[config.mk]
export PLATFORM = sky130hd
export DESIGN_NAME = pmt_timer
export DESIGN_NICKNAME = d
export VERILOG_FILES = /design/src/pmt_pkg.sv /design/src/pmt_prescaler.sv /design/src/pmt_timer.sv
export SDC_FILE = /design/constraint.sdc
export NUM_CORES = 1
export LEC_CHECK = 0
export ABC_AREA = 0
export BUFFER_PORTS_ARGS = -buffer_cell sky130_fd_sc_hd__buf_2
export CORE_ASPECT_RATIO = 0.7
export CORE_MARGIN = 10
export CORE_UTILIZATION = 62
export CTS_CLUSTER_SIZE = 40
export DETAILED_ROUTE_END_ITERATION = 7
export GPL_TIMING_DRIVEN = 0
export PLACE_DENSITY = 0.84
export SKIP_CTS_REPAIR_TIMING = 1
export SYNTH_ARGS = -nofsm -noshare
export SYNTH_HDL_FRONTEND = slang
export SYNTH_HIERARCHICAL = 1
export SYNTH_SLANG_ARGS = --single-unit
[constraint.sdc]
create_clock -name clk -period 3.64 [get_ports clk]
set_clock_uncertainty 0.05 [all_clocks]
set_input_delay 0.182 -clock clk [delete_from_list [all_inputs] [get_ports clk]]
set_output_delay 0.182 -clock clk [all_outputs]
set_load 0.01 [all_outputs]
[src/pmt_pkg.sv]
// Package of constants for the 8-bit period match timer
package pmt_pkg;

   // Register indices on the plain register port
   localparam logic [2:0] ADDR_COUNT   = 3'h0;
   localparam logic [2:0] ADDR_LIMIT   = 3'h1;
   localparam logic [2:0] ADDR_CONTROL = 3'h2;
   localparam logic [2:0] ADDR_STATUS  = 3'h3;
   localparam logic [2:0] ADDR_MASK    = 3'h4;

   // Control field positions
   localparam int PRESC_LSB = 0;
   localparam int RUN_BIT   = 2;
   localparam int POST_LSB  = 3;
   localparam int POST_MSB  = 6;

   // Status and mask bit positions
   localparam int STAT_FLAG  = 0;
   localparam int STAT_MATCH = 1;

   // Reset values
   localparam logic [7:0] COUNT_RST  = 8'h00;
   localparam logic [7:0] LIMIT_RST  = 8'hFF;
   localparam logic [6:0] CTRL_RST   = 7'h00;
   localparam logic [1:0] STAT_RST   = 2'h0;
   localparam logic [3:0] POST_RST   = 4'h0;
   localparam logic [3:0] PRESC_RST  = 4'h0;

   // Prescale selections
   localparam logic [1:0] PRESC_DIV1 = 2'h0;
   localparam logic [1:0] PRESC_DIV4 = 2'h1;
   localparam logic [1:0] PRESC_DIV4_LAST  = 2'h3;
   localparam logic [3:0] PRESC_DIV16_LAST = 4'hF;

   // Instruction clock is the oscillator clock divided by four
   localparam int OSC_PERIOD_NS   = 10;
   localparam int INSTR_PERIOD_NS = 40;
   localparam int INSTR_DIV       = INSTR_PERIOD_NS / OSC_PERIOD_NS;
   localparam logic [1:0] INSTR_LAST = 2'(INSTR_DIV - 1);
   localparam logic [1:0] INSTR_RST  = 2'h0;

endpackage : pmt_pkg

[src/pmt_prescaler.sv]
// Clock prescaler of the period match timer: divide by 1, 4 or 16
`timescale 1ns/1ps
module pmt_prescaler (
   input  wire logic       clk,
   input  wire logic       sys_rst,
   input  wire logic       clear,
   input  wire logic       in_tick,
   input  wire logic [1:0] select,
   output logic            out_tick
);
   import pmt_pkg::*;

   logic [3:0] cnt;
   logic [3:0] next_cnt;
   wire        sel_div1;
   wire        sel_div4;
   wire        sel_div16;

   assign sel_div1  = (select == PRESC_DIV1);
   assign sel_div4  = (select == PRESC_DIV4);
   assign sel_div16 = select[1];

   // Upper select bit alone picks divide by 16
   assign out_tick = in_tick & (sel_div1 |
                     (sel_div4 & (cnt[1:0] == PRESC_DIV4_LAST)) |
                     (sel_div16 & (cnt == PRESC_DIV16_LAST)));

   assign next_cnt = clear   ? PRESC_RST :
                     in_tick ? cnt + 4'h1 : cnt;

   always_ff @(posedge clk) begin
      if (sys_rst) begin
         cnt <= PRESC_RST;
      end else begin
         cnt <= next_cnt;
      end
   end

endmodule : pmt_prescaler

[src/pmt_timer.sv]
// Top of the 8-bit period match timer with register port and interrupt
//
// Function
// - Count increments from zero on prescaled ticks
// - Prescale field selects divide 1, 4, 16
// - Compare count with period every cycle
// - Match clears count next, advances postscaler
// - Count and period are read/write registers
// - Reset: count zero, period all ones
// - Count/control write or reset clears scalers
// - Control write leaves count unchanged
// - Postscale field: matches per flag minus one
// - Run bit enables counting, off saves power
// - Control bit 7 reads zero, resets zero
// - Match based interrupt request provided
// - Match output offered as serial shift clock
// - Postscaler at ratio latches match flag
// - Flag forwarded only when enabled
// - Unscaled match offered as PWM time base
//
// Added by the designer: the placing of the registers and the plain strobed port.
`timescale 1ns/1ps
module pmt_timer (
   input  wire logic       clk,
   input  wire logic       sys_rst,
   input  wire logic [2:0] reg_addr,
   input  wire logic [7:0] reg_wdata,
   input  wire logic       reg_write,
   input  wire logic       reg_read,
   output logic      [7:0] reg_rdata,
   output logic            irq,
   output logic            match_out,
   output logic            shift_clk
);
   import pmt_pkg::*;

   // Register state
   logic [7:0] period_count;
   logic [7:0] period_limit;
   logic [6:0] timer_control;
   logic [1:0] irq_status;
   logic [1:0] irq_mask;
   logic [3:0] post_cnt;
   logic [1:0] instr_phase;

   // Next values
   logic [7:0] next_count;
   logic [3:0] next_post;
   logic [1:0] next_status;
   logic [7:0] next_rdata;

   // Decoding of the register port
   function automatic logic reg_hit(input logic       strobe,
                                    input logic [2:0] addr,
                                    input logic [2:0] target);
      reg_hit = strobe & (addr == target);
   endfunction : reg_hit

   wire wr_count   = reg_hit(reg_write, reg_addr, ADDR_COUNT);
   wire wr_limit   = reg_hit(reg_write, reg_addr, ADDR_LIMIT);
   wire wr_control = reg_hit(reg_write, reg_addr, ADDR_CONTROL);
   wire wr_status  = reg_hit(reg_write, reg_addr, ADDR_STATUS);
   wire wr_mask    = reg_hit(reg_write, reg_addr, ADDR_MASK);

   // Control fields
   wire [1:0] prescale_select  = timer_control[PRESC_LSB +: 2];
   wire       timer_run        = timer_control[RUN_BIT];
   wire [3:0] postscale_select = timer_control[POST_MSB:POST_LSB];

   // Scaler clear on count write, control write; reset handled in flops
   wire scaler_clear = wr_count | wr_control;

   // Instruction clock: one tick every fourth oscillator cycle
   wire instr_tick = (instr_phase == INSTR_LAST);

   always_ff @(posedge clk) begin
      if (sys_rst) begin
         instr_phase <= INSTR_RST;
      end else begin
         instr_phase <= instr_phase + 2'h1;
      end
   end

   // Prescaler sees no ticks while stopped, so it holds and idles
   wire presc_in = instr_tick & timer_run;
   wire tmr_tick;

   pmt_prescaler u_prescaler (
      .clk      (clk),
      .sys_rst  (sys_rst),
      .clear    (scaler_clear),
      .in_tick  (presc_in),
      .select   (prescale_select),
      .out_tick (tmr_tick)
   );

   // Comparator runs every cycle; the event is taken on a timer tick
   wire count_equal = (period_count == period_limit);
   wire match_evt   = tmr_tick & count_equal;
   wire post_at_ratio = (post_cnt == postscale_select);
   wire flag_evt    = match_evt & post_at_ratio;

   // Software write wins over a coincident tick
   always_comb begin
      if (wr_count) begin
         next_count = reg_wdata;
      end else if (match_evt) begin
         next_count = COUNT_RST;
      end else if (tmr_tick) begin
         next_count = period_count + 8'h01;
      end else begin
         next_count = period_count;
      end
   end

   always_comb begin
      if (scaler_clear) begin
         next_post = POST_RST;
      end else if (flag_evt) begin
         next_post = POST_RST;
      end else if (match_evt) begin
         next_post = post_cnt + 4'h1;
      end else begin
         next_post = post_cnt;
      end
   end

   // Sticky status: set wins over write-one-to-clear
   wire [1:0] status_set = {match_evt, flag_evt};
   wire [1:0] status_clr = wr_status ? reg_wdata[1:0] : 2'h0;

   always_comb begin
      next_status = (irq_status & ~status_clr) | status_set;
   end

   // Read mux; unmapped indices read as zero
   always_comb begin
      unique case (reg_addr)
         ADDR_COUNT:   next_rdata = period_count;
         ADDR_LIMIT:   next_rdata = period_limit;
         ADDR_CONTROL: next_rdata = {1'b0, timer_control};
         ADDR_STATUS:  next_rdata = {6'h00, irq_status};
         ADDR_MASK:    next_rdata = {6'h00, irq_mask};
         default:      next_rdata = 8'h00;
      endcase
   end

   always_ff @(posedge clk) begin
      if (sys_rst) begin
         period_count <= COUNT_RST;
         post_cnt     <= POST_RST;
      end else begin
         period_count <= next_count;
         post_cnt     <= next_post;
      end
   end

   always_ff @(posedge clk) begin
      if (sys_rst) begin
         period_limit  <= LIMIT_RST;
         timer_control <= CTRL_RST;
         irq_mask      <= STAT_RST;
      end else begin
         if (wr_limit) begin
            period_limit <= reg_wdata;
         end
         if (wr_control) begin
            timer_control <= reg_wdata[6:0];
         end
         if (wr_mask) begin
            irq_mask <= reg_wdata[1:0];
         end
      end
   end

   always_ff @(posedge clk) begin
      if (sys_rst) begin
         irq_status <= STAT_RST;
         irq       <= 1'b0;
      end else begin
         irq_status <= next_status;
         // Flag latches regardless; only the request is gated
         irq       <= |(irq_status & irq_mask);
      end
   end

   always_ff @(posedge clk) begin
      if (sys_rst) begin
         reg_rdata <= 8'h00;
         match_out <= 1'b0;
         shift_clk <= 1'b0;
      end else begin
         reg_rdata <= reg_read ? next_rdata : 8'h00;
         // Unscaled pulse for compare units as a PWM time base
         match_out <= match_evt;
         // Toggle gives a square shift clock at half the match rate
         if (match_evt) begin
            shift_clk <= ~shift_clk;
         end
      end
   end
endmodule : pmt_timer

==> summary.md, run 1 <==
| Metric | Value |
|---|---|
| #FFs+latches synth | 48 |
| Required time of the worst setup path | 3770 ps |
| Synth Flop Type | dfxtp_1 |
| Slew HR | 0.3795 |
| Post-synthesis cell type count | 41 |
| WL final | 5.775 mm |
| Final Hold Fails | 0 |
| Comb power frac | 0.100 |
| Proportion of power drawn by flip-flops and latches | 0.525 |
| Critical path class | flip-flop to flip-flop |
| Clock Latency Late Sink | 310 ps |
| WL/cell | 16.99 um |
| Worst-margin pin slew | 923.6 ps |
| Worst hold slack | 41.68 ps |
| Buf/Inv on CP | 0 |
| Num rows | 18 |
| DRT antenna net count | 0 |
| Die area | 6694 um2 |
| Worst path cell trace | ha_1, and2_1, and2_2, nand2_1, nor3_1, or3_1, a21oi_1 |
| Via count | 2,009 |
| Deepest clock path buffer count | 2 |
| Psw | 258.0 uW |
| Total Negative Setup Slacks | 0 ps |
| Post-synth EDFFs | 0 |
| Critical Path Stages | 7 |
| Syn avg cell area | 9.112 um2 |
| Chip width | 93.60 um |
| Port bufs | 24 |
| Syn Nets | 277 |
| Syn Inst Count | 258 |
| Root Buffer | clkbuf_8 |
| CTS clk-pin slew, worst paths | 90 ps |
| Leakage power | 1.050 nW |
| CTS tree | yes |
| Critical path's largest stage delay | 770 ps |
| Switching share of power | 0.2470 |
| Initial Utilization | 0.6565 |
| First-pass DRT Iterations | 5 |
| Remaining DRCs | 0 |
| Highest-delay cell along the critical path | nor3_1 |
| Storage cell area | 960.9 um2 |
| IO Count | 26 |
| Detailed router's first-iteration violation count | 211 |
| Pwr Total | 1.045 mW |
| CP startpoint | instr_phase[0]$_SDFF_PP0_ |
| Worst r2r src | instr_phase[0]$_SDFF_PP0_ |
| Height of the die | 71.52 um |
| Pin count of the biggest net entering global routing | 16 |
| N_diodes | 0 |
| Clock Sinks | 48 |
| Final Setup Violations | 0 |
| CP Capture Type | flip-flop |
| Pwr/cell area | 395.0 nW/um2 |
| Top delay family on crit path | simple AND/OR/NAND/NOR gates |
| Critical Path Sink | period_count[7]$_SDFFE_PP0P_ |
| Antenna violations before repair | 0 |
| Number of global-route vias before repair | 1,963 |
| Synthesis warning total | 6 |
| First-pass GRT wire length | 10.09 mm |
| Worst r2r dst | period_count[7]$_SDFFE_PP0P_ |
| Multi-input gate area | 1309 um2 |
| Fill count | 264 |
| Achievable frequency | 414.5 MHz |
| Drt via density | 5.909 |
| CTS Buf Count | 5 |
| Core ar. | 3581 um2 |
| CTS H-tree depth | 2 |
| Synth async-reset ratio | 0 |
| Cell taking the most area after synthesis | dfxtp_1 |
| Max Cap Viol | 0 |
| Outcome | finished, final reports clean |
| Gr ovfl total | 0 |
| Synthesized cell area | 2351 um2 |
| Share of layout cells above drive strength 1 | 0.1621 |
| Pint | 786.7 uW |
| RePlAce Congestion | 0.8987 |
| R2r setup slk | 1230 ps |
| Synth area leaders | dfxtp_1 41%, mux2i_1 6.8%, nor2_1 4.8%, nor2b_1 4.8%, a21oi_1 4.0% |
| Slew Viols, Final | 0 |
| R2R cell count | 7 |
| Worst Path Max Fanout | 7 |
| Post-DP HPWL | 4.319 mm |
| Layout area overhead | 12.51% |
| Post-synthesis sequential area ratio | 0.4087 |
| RSZ-0062 raised after global routing | no |
| Clk pwr share | 0.375 |
| Share of the clock period used by the worst path | 0.6628 |
| Layout Nets | 308 |
| Worst Hold Class | input port to flip-flop |
| Crit path arrival time | 2540 ps |
| Worst setup SP type | flip-flop |
| GR Util All Layers | 0.1850 |
| Fin crit period | 2412 ps |
| VDD IR-drop max | 0.4099 mV |
| Post-synth top area share | 0.4087 |
[final cells by class]
cell class                      instances  area share
Clock buffer                            5     0.02602
Clock inverter                          3     0.01608
Inverter                                1    0.001419
Multi-Input combinational cell        195      0.4948
Timing Repair Buffer                   24     0.04541
Sequential cell                        48      0.3633
Buffer                                 14     0.02933
Tap cell                               50     0.02365
[worst reg2reg max path: stages (launching register included)]
cell     delay (ps)
dfxtp_1         350
ha_1            160
and2_1          280
and2_2          270
nand2_1         110
nor3_1          770
or3_1           230
a21oi_1          60
[cells in the final DEF (no fill, tap or decap), types with 2 or more instances in the layout]
master,n
nor3_1,6
nand4_1,5
xnor2_1,7
and2_1,4
xnor2_2,3
a211o_1,8
nand2b_1,3
a22oi_1,6
and3_1,3
clkbuf_1,9
o22ai_1,2
o21ai_0,4
nor2b_1,18
xor2_1,10
mux2_2,2
clkbuf_8,5
a21oi_1,19
buf_6,3
nand2_1,10
nand3b_1,3
nand3_1,7
or3_1,6
nor2_1,30
mux2i_1,16
nor3b_1,4
nor4_1,3
dfxtp_1,48
buf_2,26
ha_1,4
[metal layers]
| metal | vias to the layer above | track usage | part of all wire |
|---|---|---|---|
| li1 | 979 | - | - |
| met1 | 930 | 0.2448 | 0.46 |
| met2 | 91 | 0.2789 | 0.42 |
| met3 | 9 | 0.06660 | 0.10 |
| met4 | 0 | 0.04874 | 0.014 |
| met5 | - | 0 | 0 |
[metrics by stage]
step | utilization | std cells | area, um2 | setup slack, ps
final | 0.7386 | 340 | 2645 | 1228
after global routing | 0.7386 | 340 | 2645 | 1089
after CTS | 0.7386 | 340 | 2645 | 1309
after detailed placement | 0.7075 | 332 | 2534 | 1335
after global placement | 0.7075 | 332 | 2534 | 1337
after floorplan | - | 258 | 2351 | 1580
[power by group through the flow]
stage | logic [mW] | registers (mW) | clock network (mW)
final | 0.105 | 0.548 | 0.392
after detailed placement | 0.102 | 0.560 | 0
after global placement | 0.0997 | 0.560 | 0
after CTS | 0.104 | 0.548 | 0.392
after floorplan | 0.0702 | 0.558 | 0
after global routing | 0.116 | 0.550 | 0.414
[logic make-up (layout without fill, tap and decap cells)]
| logic type | Yosys count | count (layout) | synth area share |
|---|---|---|---|
| buffers and inverters | 15 | 47 | 0.03459 |
| xor gates and xnor gates | 20 | 20 | 0.08409 |
| AOI/OAI and AO/OA | 43 | 43 | 0.1166 |
| muxes | 18 | 18 | 0.07770 |
| adders and majority gates | 4 | 4 | 0.02129 |
| and+or+nand+nor | 110 | 110 | 0.2571 |
| DFF | 48 | 48 | 0.4087 |
[state kept, by name, indices dropped and copies added (netlist names)]
register,cells
post_cnt,4
match_out,1
irq_mask,2
period_count,8
u_prescaler/cnt,4
reg_rdata,8
period_limit,8
irq,1
instr_phase,2
shift_clk,1
irq_status,2
timer_control,7
[cell usage after synthesis, types with 4 or more instances]
master and n:
mux2i_1 16, o21ai_0 4, nor3b_1 4, or3_1 6, and2_1 4, xor2_1 10
nand4_1 5, nand2_1 10, ha_1 4, dfxtp_1 48, a22oi_1 6, nor3_1 6
a211o_1 8, clkbuf_1 9, nor2_1 30, nor2b_1 18, nand3_1 7, xnor2_1 7
a21oi_1 19
[worst min path at each step]
stage               cells past startpoint                 startpoint                               to  slack (ps)
finish                                  2                    sys_rst  u_prescaler/cnt[3]$_SDFFE_PP0P_          40
global route                            2                    sys_rst  u_prescaler/cnt[3]$_SDFFE_PP0P_          40
CTS                                     2                    sys_rst  u_prescaler/cnt[3]$_SDFFE_PP0P_          40
detailed placement                      1  instr_phase[0]$_SDFF_PP0_        instr_phase[0]$_SDFF_PP0_         360
global placement                        2               reg_wdata[7]     period_limit[7]$_SDFFE_PP1P_         360
floorplan                               1                    sys_rst  u_prescaler/cnt[3]$_SDFFE_PP0P_         200
Note: power is estimated with default switching activity, not from simulation.
==> inputs of run 2 (changes only) <==
--- a/config.mk
+++ b/config.mk
@@ -9,11 +9,11 @@
 export BUFFER_PORTS_ARGS = -buffer_cell sky130_fd_sc_hd__buf_2
 export CORE_ASPECT_RATIO = 0.7
 export CORE_MARGIN = 10
-export CORE_UTILIZATION = 62
+export CORE_UTILIZATION = 52
 export CTS_CLUSTER_SIZE = 40
 export DETAILED_ROUTE_END_ITERATION = 7
 export GPL_TIMING_DRIVEN = 0
-export PLACE_DENSITY = 0.84
+export PLACE_DENSITY = 0.75
 export SKIP_CTS_REPAIR_TIMING = 1
 export SYNTH_ARGS = -nofsm -noshare
 export SYNTH_HDL_FRONTEND = slang
==> constraint.sdc (replaced) <==
create_clock -name clk -period 2 [get_ports clk]
set_clock_uncertainty 0.05 [all_clocks]
set_input_delay 0.1 -clock clk [delete_from_list [all_inputs] [get_ports clk]]
set_output_delay 0.1 -clock clk [all_outputs]
set_load 0.01 [all_outputs]
==> summary.md, run 2 (synthesized netlist as in run 1, its figures left out) <==
| Metric | Value |
|---|---|
| Outcome | finished with violations (was finished, final reports clean) |
| Failing checks | negative hold slack, negative setup slack |
| First-pass DRT Iterations | 4 (was 5) |
| Detailed router's first-iteration violation count | 157 (was 211) |
| Slew Viols, Final | 0 (unchanged) |
| Fin crit period | 2047 ps (was 2412 ps) |
| Critical path class | flip-flop to flip-flop (unchanged) |
| Hold Path End | period_limit[2]$_SDFFE_PP1P_ (was u_prescaler/cnt[3]$_SDFFE_PP0P_) |
| Final WS setup | -46.57 ps (was 1228 ps) |
| Crit path arrival time | 2240 ps (was 2540 ps) |
| WL/cell | 16.70 um (was 16.99 um) |
| Final Hold Fails | 3 (was 0) |
| Remaining DRCs | 0 (unchanged) |
| Slew HR | 0.3244 (was 0.3795) |
| Layout Nets | 315 (was 308) |
| RePlAce Congestion | 0.8611 (was 0.8987) |
| Worst r2r dst | post_cnt[3]$_SDFFE_PP0P_ (was period_count[7]$_SDFFE_PP0P_) |
| Port bufs | 24 (unchanged) |
| Die area | 7653 um2 (was 6694 um2) |
| Biggest regs | period_count x8, period_limit x8, reg_rdata x8 (unchanged) |
| Multi-input gate area | 1364 um2 (was 1309 um2) |
| Clock Latency Late Sink | 300 ps (was 310 ps) |
| RSZ-0062 raised after global routing | yes (was no) |
| Post-DP HPWL | 4.392 mm (was 4.319 mm) |
| Most common cell after layout, fill and taps aside | dfxtp_1 (unchanged) |
| Worst r2r src | u_prescaler/cnt[0]$_SDFFE_PP0P_ (was instr_phase[0]$_SDFF_PP0_) |
| Clock Sinks | 48 (unchanged) |
| Achievable frequency | 488.6 MHz (was 414.5 MHz) |
| Worst hold slack | -13.72 ps (was 41.68 ps) |
| Max Cap Viol | 0 (unchanged) |
| Final Setup Violations | 3 (was 0) |
| CP Capture Type | flip-flop (unchanged) |
| Fin util | 0.6342 (was 0.7386) |
| Pwr Total | 1.777 mW (was 1.045 mW) |
| Antenna violations before repair | 0 (unchanged) |
| Num rows | 20 (was 18) |
| Fill count | 384 (was 264) |
| Core ar. | 4354 um2 (was 3581 um2) |
| Storage cell area | 968.4 um2 (was 960.9 um2) |
| Worst Hold Class | input port to flip-flop (unchanged) |
| Drt via density | 5.761 (was 5.909) |
| Placement Setup Slack | -112.0 ps (was 1335 ps) |
| GR Util All Layers | 0.1525 (was 0.1850) |
| Pin count of the biggest net entering global routing | 14 (was 16) |
| CTS H-tree depth | 2 (unchanged) |
| Deepest clock path buffer count | 2 (unchanged) |
| Leakage power | 1.117 nW (was 1.050 nW) |
| IO Count | 26 (unchanged) |
| First-pass GRT wire length | 9.549 mm (was 10.09 mm) |
| Initial Utilization | 0.5399 (was 0.6565) |
| Total Negative Setup Slacks | -69.08 ps (was 0 ps) |
| Height of the die | 76.26 um (was 71.52 um) |
| Pwr/cell area | 643.7 nW/um2 (was 395.0 nW/um2) |
| Via count | 2,028 (was 2,009) |
| Worst-margin pin slew | 1004 ps (was 923.6 ps) |
| Root Buffer | clkbuf_8 (unchanged) |
| Number of global-route vias before repair | 1,923 (was 1,963) |
| Chip width | 100.4 um (was 93.60 um) |
| R2r setup slk | -50 ps (was 1230 ps) |
| R2R cell count | 8 (was 7) |
| Gr ovfl total | 0 (unchanged) |
| Commonest non-fill, non-tap cells in the layout | 46 x dfxtp_1, 30 x nor2_1, 26 x buf_2 (was 48 x dfxtp_1, 30 x nor2_1, 26 x buf_2) |
| N_diodes | 0 (unchanged) |
| CTS Buf Count | 5 (unchanged) |
| Layout area overhead | 17.46% (was 12.51%) |
| VDD IR-drop max | 0.4410 mV (was 0.4099 mV) |
| Share of the clock period used by the worst path | 1.023 (was 0.6628) |
| CTS tree | yes (unchanged) |
| Required time of the worst setup path | 2200 ps (was 3770 ps) |
| WL final | 5.880 mm (was 5.775 mm) |
| DRT antenna net count | 0 (unchanged) |
| Hold Path Cell Cnt | 2 (unchanged) |
| Share of layout cells above drive strength 1 | 0.2088 (was 0.1621) |
| Worst Path Max Fanout | 3 (was 7) |
| Worst setup SP type | flip-flop (unchanged) |
| CTS clk-pin slew, worst paths | 80 ps (was 90 ps) |
| Hold Crit Start | reg_wdata[2] (was sys_rst) |
==> run 2: cell types whose count changed in the layout (fill, tap and decap cells not counted), sizes merged <==
cell / before / now
clkbuf: 14 / 16
dlygate4sd3: 0 / 2
clkinvlp: 1 / 0
buf: 29 / 35
bufinv: 1 / 0
clkinv: 1 / 0
==> run 2: through the flow <==
stage               instances  cell area [um2]
CTS                       345             2649
finish                    352             2761
floorplan                 258             2370
global placement          337             2559
global route              352             2761
detailed placement        337             2559
==> run 2: cell type report <==
class	instances	share of cell area
well taps	55	0.02492
plain buffers	13	0.02809
clock buffers	8	0.03262
flip-flops and latches	48	0.3507
inverters	1	0.001359
repair buffers	32	0.06842
multi-input cells	195	0.4939
==> run 2: how the worst max path moves through the flow <==
stage | startpoint | end | slack, ps | cells past startpoint
after floorplan | u_prescaler/cnt[1]$_SDFFE_PP0P_ | post_cnt[3]$_SDFFE_PP0P_ | 30 | 8
after global placement | instr_phase[0]$_SDFF_PP0_ | post_cnt[3]$_SDFFE_PP0P_ | -70 | 7
after detailed placement | u_prescaler/cnt[0]$_SDFFE_PP0P_ | post_cnt[3]$_SDFFE_PP0P_ | -110 | 8
after CTS | u_prescaler/cnt[0]$_SDFFE_PP0P_ | post_cnt[3]$_SDFFE_PP0P_ | -140 | 8
after global routing | u_prescaler/cnt[0]$_SDFFE_PP0P_ | post_cnt[3]$_SDFFE_PP0P_ | -120 | 8
final | u_prescaler/cnt[0]$_SDFFE_PP0P_ | post_cnt[3]$_SDFFE_PP0P_ | -50 | 8
==> run 2: worst max-delay path, cell delays in order, from the launching register on <==
cell and delay [ps]:
dfxtp_4 380, ha_4 150, nor2b_1 40, o21ai_1 120, and2_4 190, nand2_4 50
or3_4 360, or4_4 520, a21oi_2 120
==> run 2: routing by layer <==
| metal | track usage | part of all wire |
|---|---|---|
| met1 | 0.2090 | 0.45 |
| met2 | 0.2269 | 0.44 |
| met3 | 0.04167 | 0.086 |
| met4 | 0.04225 | 0.017 |
| met5 | 0 | 0 |
==> run 2: where the power goes <==
part           internal [mW]  switching (mW)  total (mW)
Sequential             0.975          0.0187       0.994
Clock                  0.282           0.307       0.589
Combinational         0.0855           0.109       0.195
Total                   1.34           0.434        1.78
==> inputs of run 3 (changes only) <==
--- a/config.mk
+++ b/config.mk
@@ -9,11 +9,10 @@
 export BUFFER_PORTS_ARGS = -buffer_cell sky130_fd_sc_hd__buf_2
 export CORE_ASPECT_RATIO = 0.7
 export CORE_MARGIN = 10
-export CORE_UTILIZATION = 52
+export CORE_UTILIZATION = 30
 export CTS_CLUSTER_SIZE = 40
 export DETAILED_ROUTE_END_ITERATION = 7
 export GPL_TIMING_DRIVEN = 0
-export PLACE_DENSITY = 0.75
 export SKIP_CTS_REPAIR_TIMING = 1
 export SYNTH_ARGS = -nofsm -noshare
 export SYNTH_HDL_FRONTEND = slang
==> summary.md, run 3 (synthesized netlist as in run 1, its figures left out) <==
| Metric | Value |
|---|---|
| Pint | 1.347 mW (was 1.343 mW) |
| CTS H-tree depth | 2 (unchanged) |
| First-pass DRT Iterations | 4 (unchanged) |
| CTS clk-pin slew, worst paths | 90 ps (was 80 ps) |
| RSZ-0062 raised after global routing | yes (unchanged) |
| RePlAce Congestion | 0.9143 (was 0.8611) |
| Proportion of power drawn by flip-flops and latches | 0.546 (was 0.559) |
| Clock Sinks | 48 (unchanged) |
| IO Count | 26 (unchanged) |
| DRT antenna net count | 0 (unchanged) |
| Pwr Total | 1.818 mW (was 1.777 mW) |
| Remaining DRCs | 0 (unchanged) |
| Worst-margin pin slew | 650.3 ps (was 1004 ps) |
| Worst r2r src | u_prescaler/cnt[1]$_SDFFE_PP0P_ (was u_prescaler/cnt[0]$_SDFFE_PP0P_) |
| N_diodes | 0 (unchanged) |
| Worst r2r dst | post_cnt[2]$_SDFFE_PP0P_ (was post_cnt[3]$_SDFFE_PP0P_) |
| Max Cap Viol | 0 (unchanged) |
| Share of the clock period used by the worst path | 1.017 (was 1.023) |
| Clock Latency Late Sink | 320 ps (was 300 ps) |
| Critical path class | flip-flop to flip-flop (unchanged) |
| Core ar. | 7450 um2 (was 4354 um2) |
| Hold Crit Start | reg_wdata[2] (unchanged) |
| R2R cell count | 8 (unchanged) |
| Hold Path End | period_limit[2]$_SDFFE_PP1P_ (unchanged) |
| Slew HR | 0.5665 (was 0.3244) |
| CTS tree | yes (unchanged) |
| Worst Path Max Fanout | 5 (was 3) |
| Gr ovfl total | 0 (unchanged) |
| Via count | 1,991 (was 2,028) |
| R2r setup slk | -30 ps (was -50 ps) |
| Pwr/cell area | 646.4 nW/um2 (was 643.7 nW/um2) |
| Fin crit period | 2034 ps (was 2047 ps) |
| WL/cell | 15.53 um (was 16.70 um) |
| Num rows | 26 (was 20) |
| Port bufs | 24 (unchanged) |
| Required time of the worst setup path | 2210 ps (was 2200 ps) |
| Chip width | 125.8 um (was 100.4 um) |
| Psw | 471.3 uW (was 434.4 uW) |
| Layout area overhead | 19.64% (was 17.46%) |
| Number of global-route vias before repair | 1,894 (was 1,923) |
| Achievable frequency | 491.7 MHz (was 488.6 MHz) |
| Layout Nets | 315 (unchanged) |
| Share of layout cells above drive strength 1 | 0.1953 (was 0.2088) |
| Placement Setup Slack | -107.8 ps (was -112.0 ps) |
| Final WS setup | -33.80 ps (was -46.57 ps) |
| Most common cell after layout, fill and taps aside | dfxtp_1 (unchanged) |
| CTS Buf Count | 5 (unchanged) |
| GR Util All Layers | 0.1034 (was 0.1525) |
| DP Area | 2613 um2 (was 2559 um2) |
| Comb power frac | 0.110 (about the same) |
| Fin util | 0.3776 (was 0.6342) |
| Height of the die | 94.07 um (was 76.26 um) |
| Fin area | 2813 um2 (was 2761 um2) |
| Worst setup SP type | flip-flop (unchanged) |
| Die area | 11,830 um2 (was 7653 um2) |
| Commonest non-fill, non-tap cells in the layout | 46 x dfxtp_1, 30 x nor2_1, 26 x buf_2 (unchanged) |
| VDD IR-drop max | 0.3142 mV (was 0.4410 mV) |
| Final Setup Violations | 2 (was 3) |
| Biggest regs | period_count x8, period_limit x8, reg_rdata x8 (unchanged) |
| Clk pwr share | 0.344 (was 0.331) |
| Leakage power | 1.092 nW (was 1.117 nW) |
| Hold Path Cell Cnt | 2 (unchanged) |
| Fill count | 762 (was 384) |
| Worst Hold Class | input port to flip-flop (unchanged) |
| Initial Utilization | 0.3156 (was 0.5399) |
| Detailed router's first-iteration violation count | 160 (was 157) |
| Root Buffer | clkbuf_8 (unchanged) |
| WL final | 6.135 mm (was 5.880 mm) |
| Outcome | finished with violations (unchanged) |
| First-pass GRT wire length | 9.825 mm (was 9.549 mm) |
| Pin count of the biggest net entering global routing | 15 (was 14) |
| Drt via density | 5.041 (was 5.761) |
| Post-DP HPWL | 4.528 mm (was 4.392 mm) |
| Failing checks | negative hold slack, negative setup slack (unchanged) |
| Antenna violations before repair | 0 (unchanged) |
| Switching share of power | 0.2592 (was 0.2444) |
| Slew Viols, Final | 0 (unchanged) |
| Crit path arrival time | 2240 ps (about the same) |
| CP Capture Type | flip-flop (unchanged) |
| Worst hold slack | -24.12 ps (was -13.72 ps) |
| Final Hold Fails | 1 (was 3) |
| Deepest clock path buffer count | 2 (unchanged) |
| Total Negative Setup Slacks | -52.70 ps (was -69.08 ps) |
## run 3: final cells by class
type	count	area (um2)	share of cell area
Multi-Input combinational cell	195	1354	0.4813
Sequential cell	48	968.4	0.3443
Timing Repair Buffer	31	188.9	0.06717
Tap cell	98	122.6	0.04359
Clock buffer	7	86.33	0.03069
Buffer	14	81.33	0.02891
Clock inverter	1	7.507	0.002669
Inverter	1	3.754	0.001335
## run 3: worst max-delay path by stage
| stage | start | endpoint | slack (ps) |
|---|---|---|---|
| 2_1_floorplan | u_prescaler/cnt[1]$_SDFFE_PP0P_ | post_cnt[3]$_SDFFE_PP0P_ | 30 |
| 3_3_place_gp | instr_phase[0]$_SDFF_PP0_ | post_cnt[3]$_SDFFE_PP0P_ | -60 |
| 3_5_place_dp | u_prescaler/cnt[1]$_SDFFE_PP0P_ | post_cnt[3]$_SDFFE_PP0P_ | -110 |
| 4_1_cts | u_prescaler/cnt[1]$_SDFFE_PP0P_ | post_cnt[3]$_SDFFE_PP0P_ | -130 |
| 5_1_grt | u_prescaler/cnt[1]$_SDFFE_PP0P_ | post_cnt[2]$_SDFFE_PP0P_ | -140 |
| 6_report | u_prescaler/cnt[1]$_SDFFE_PP0P_ | post_cnt[2]$_SDFFE_PP0P_ | -30 |
## run 3: stage by stage
stage	std cells	hold WS (ps)
floorplan	258	119.2
global placement	380	280.7
detailed placement	380	286.4
CTS	388	-55.61
global route	395	1.391
finish	395	-24.12
## run 3: critical path, stage by stage, from the launching register on
cell and delay (ps):
dfxtp_4 380, ha_4 140, nor2b_2 40, o21ai_1 130, and2_4 200, nand2_4 60, or3_4 370, or4b_1 480
a21oi_1 130
## run 3: routing by layer
layer / vias to the layer above / part of all wire / GRT usage
met5: - / 0 / 0
met1: 952 / 0.50 / 0.1453
met2: 48 / 0.41 / 0.1438
li1: 983 / - / -
met3: 8 / 0.077 / 0.02989
met4: 0 / 0.014 / 0.03970
## run 3: power by group through the flow
stage,clock network (mW),registers (mW),logic [mW]
floorplan,0,1.02,0.128
global placement,0,1.02,0.187
detailed placement,0,1.02,0.189
CTS,0.643,0.996,0.190
global route,0.675,0.997,0.221
finish,0.625,0.994,0.200
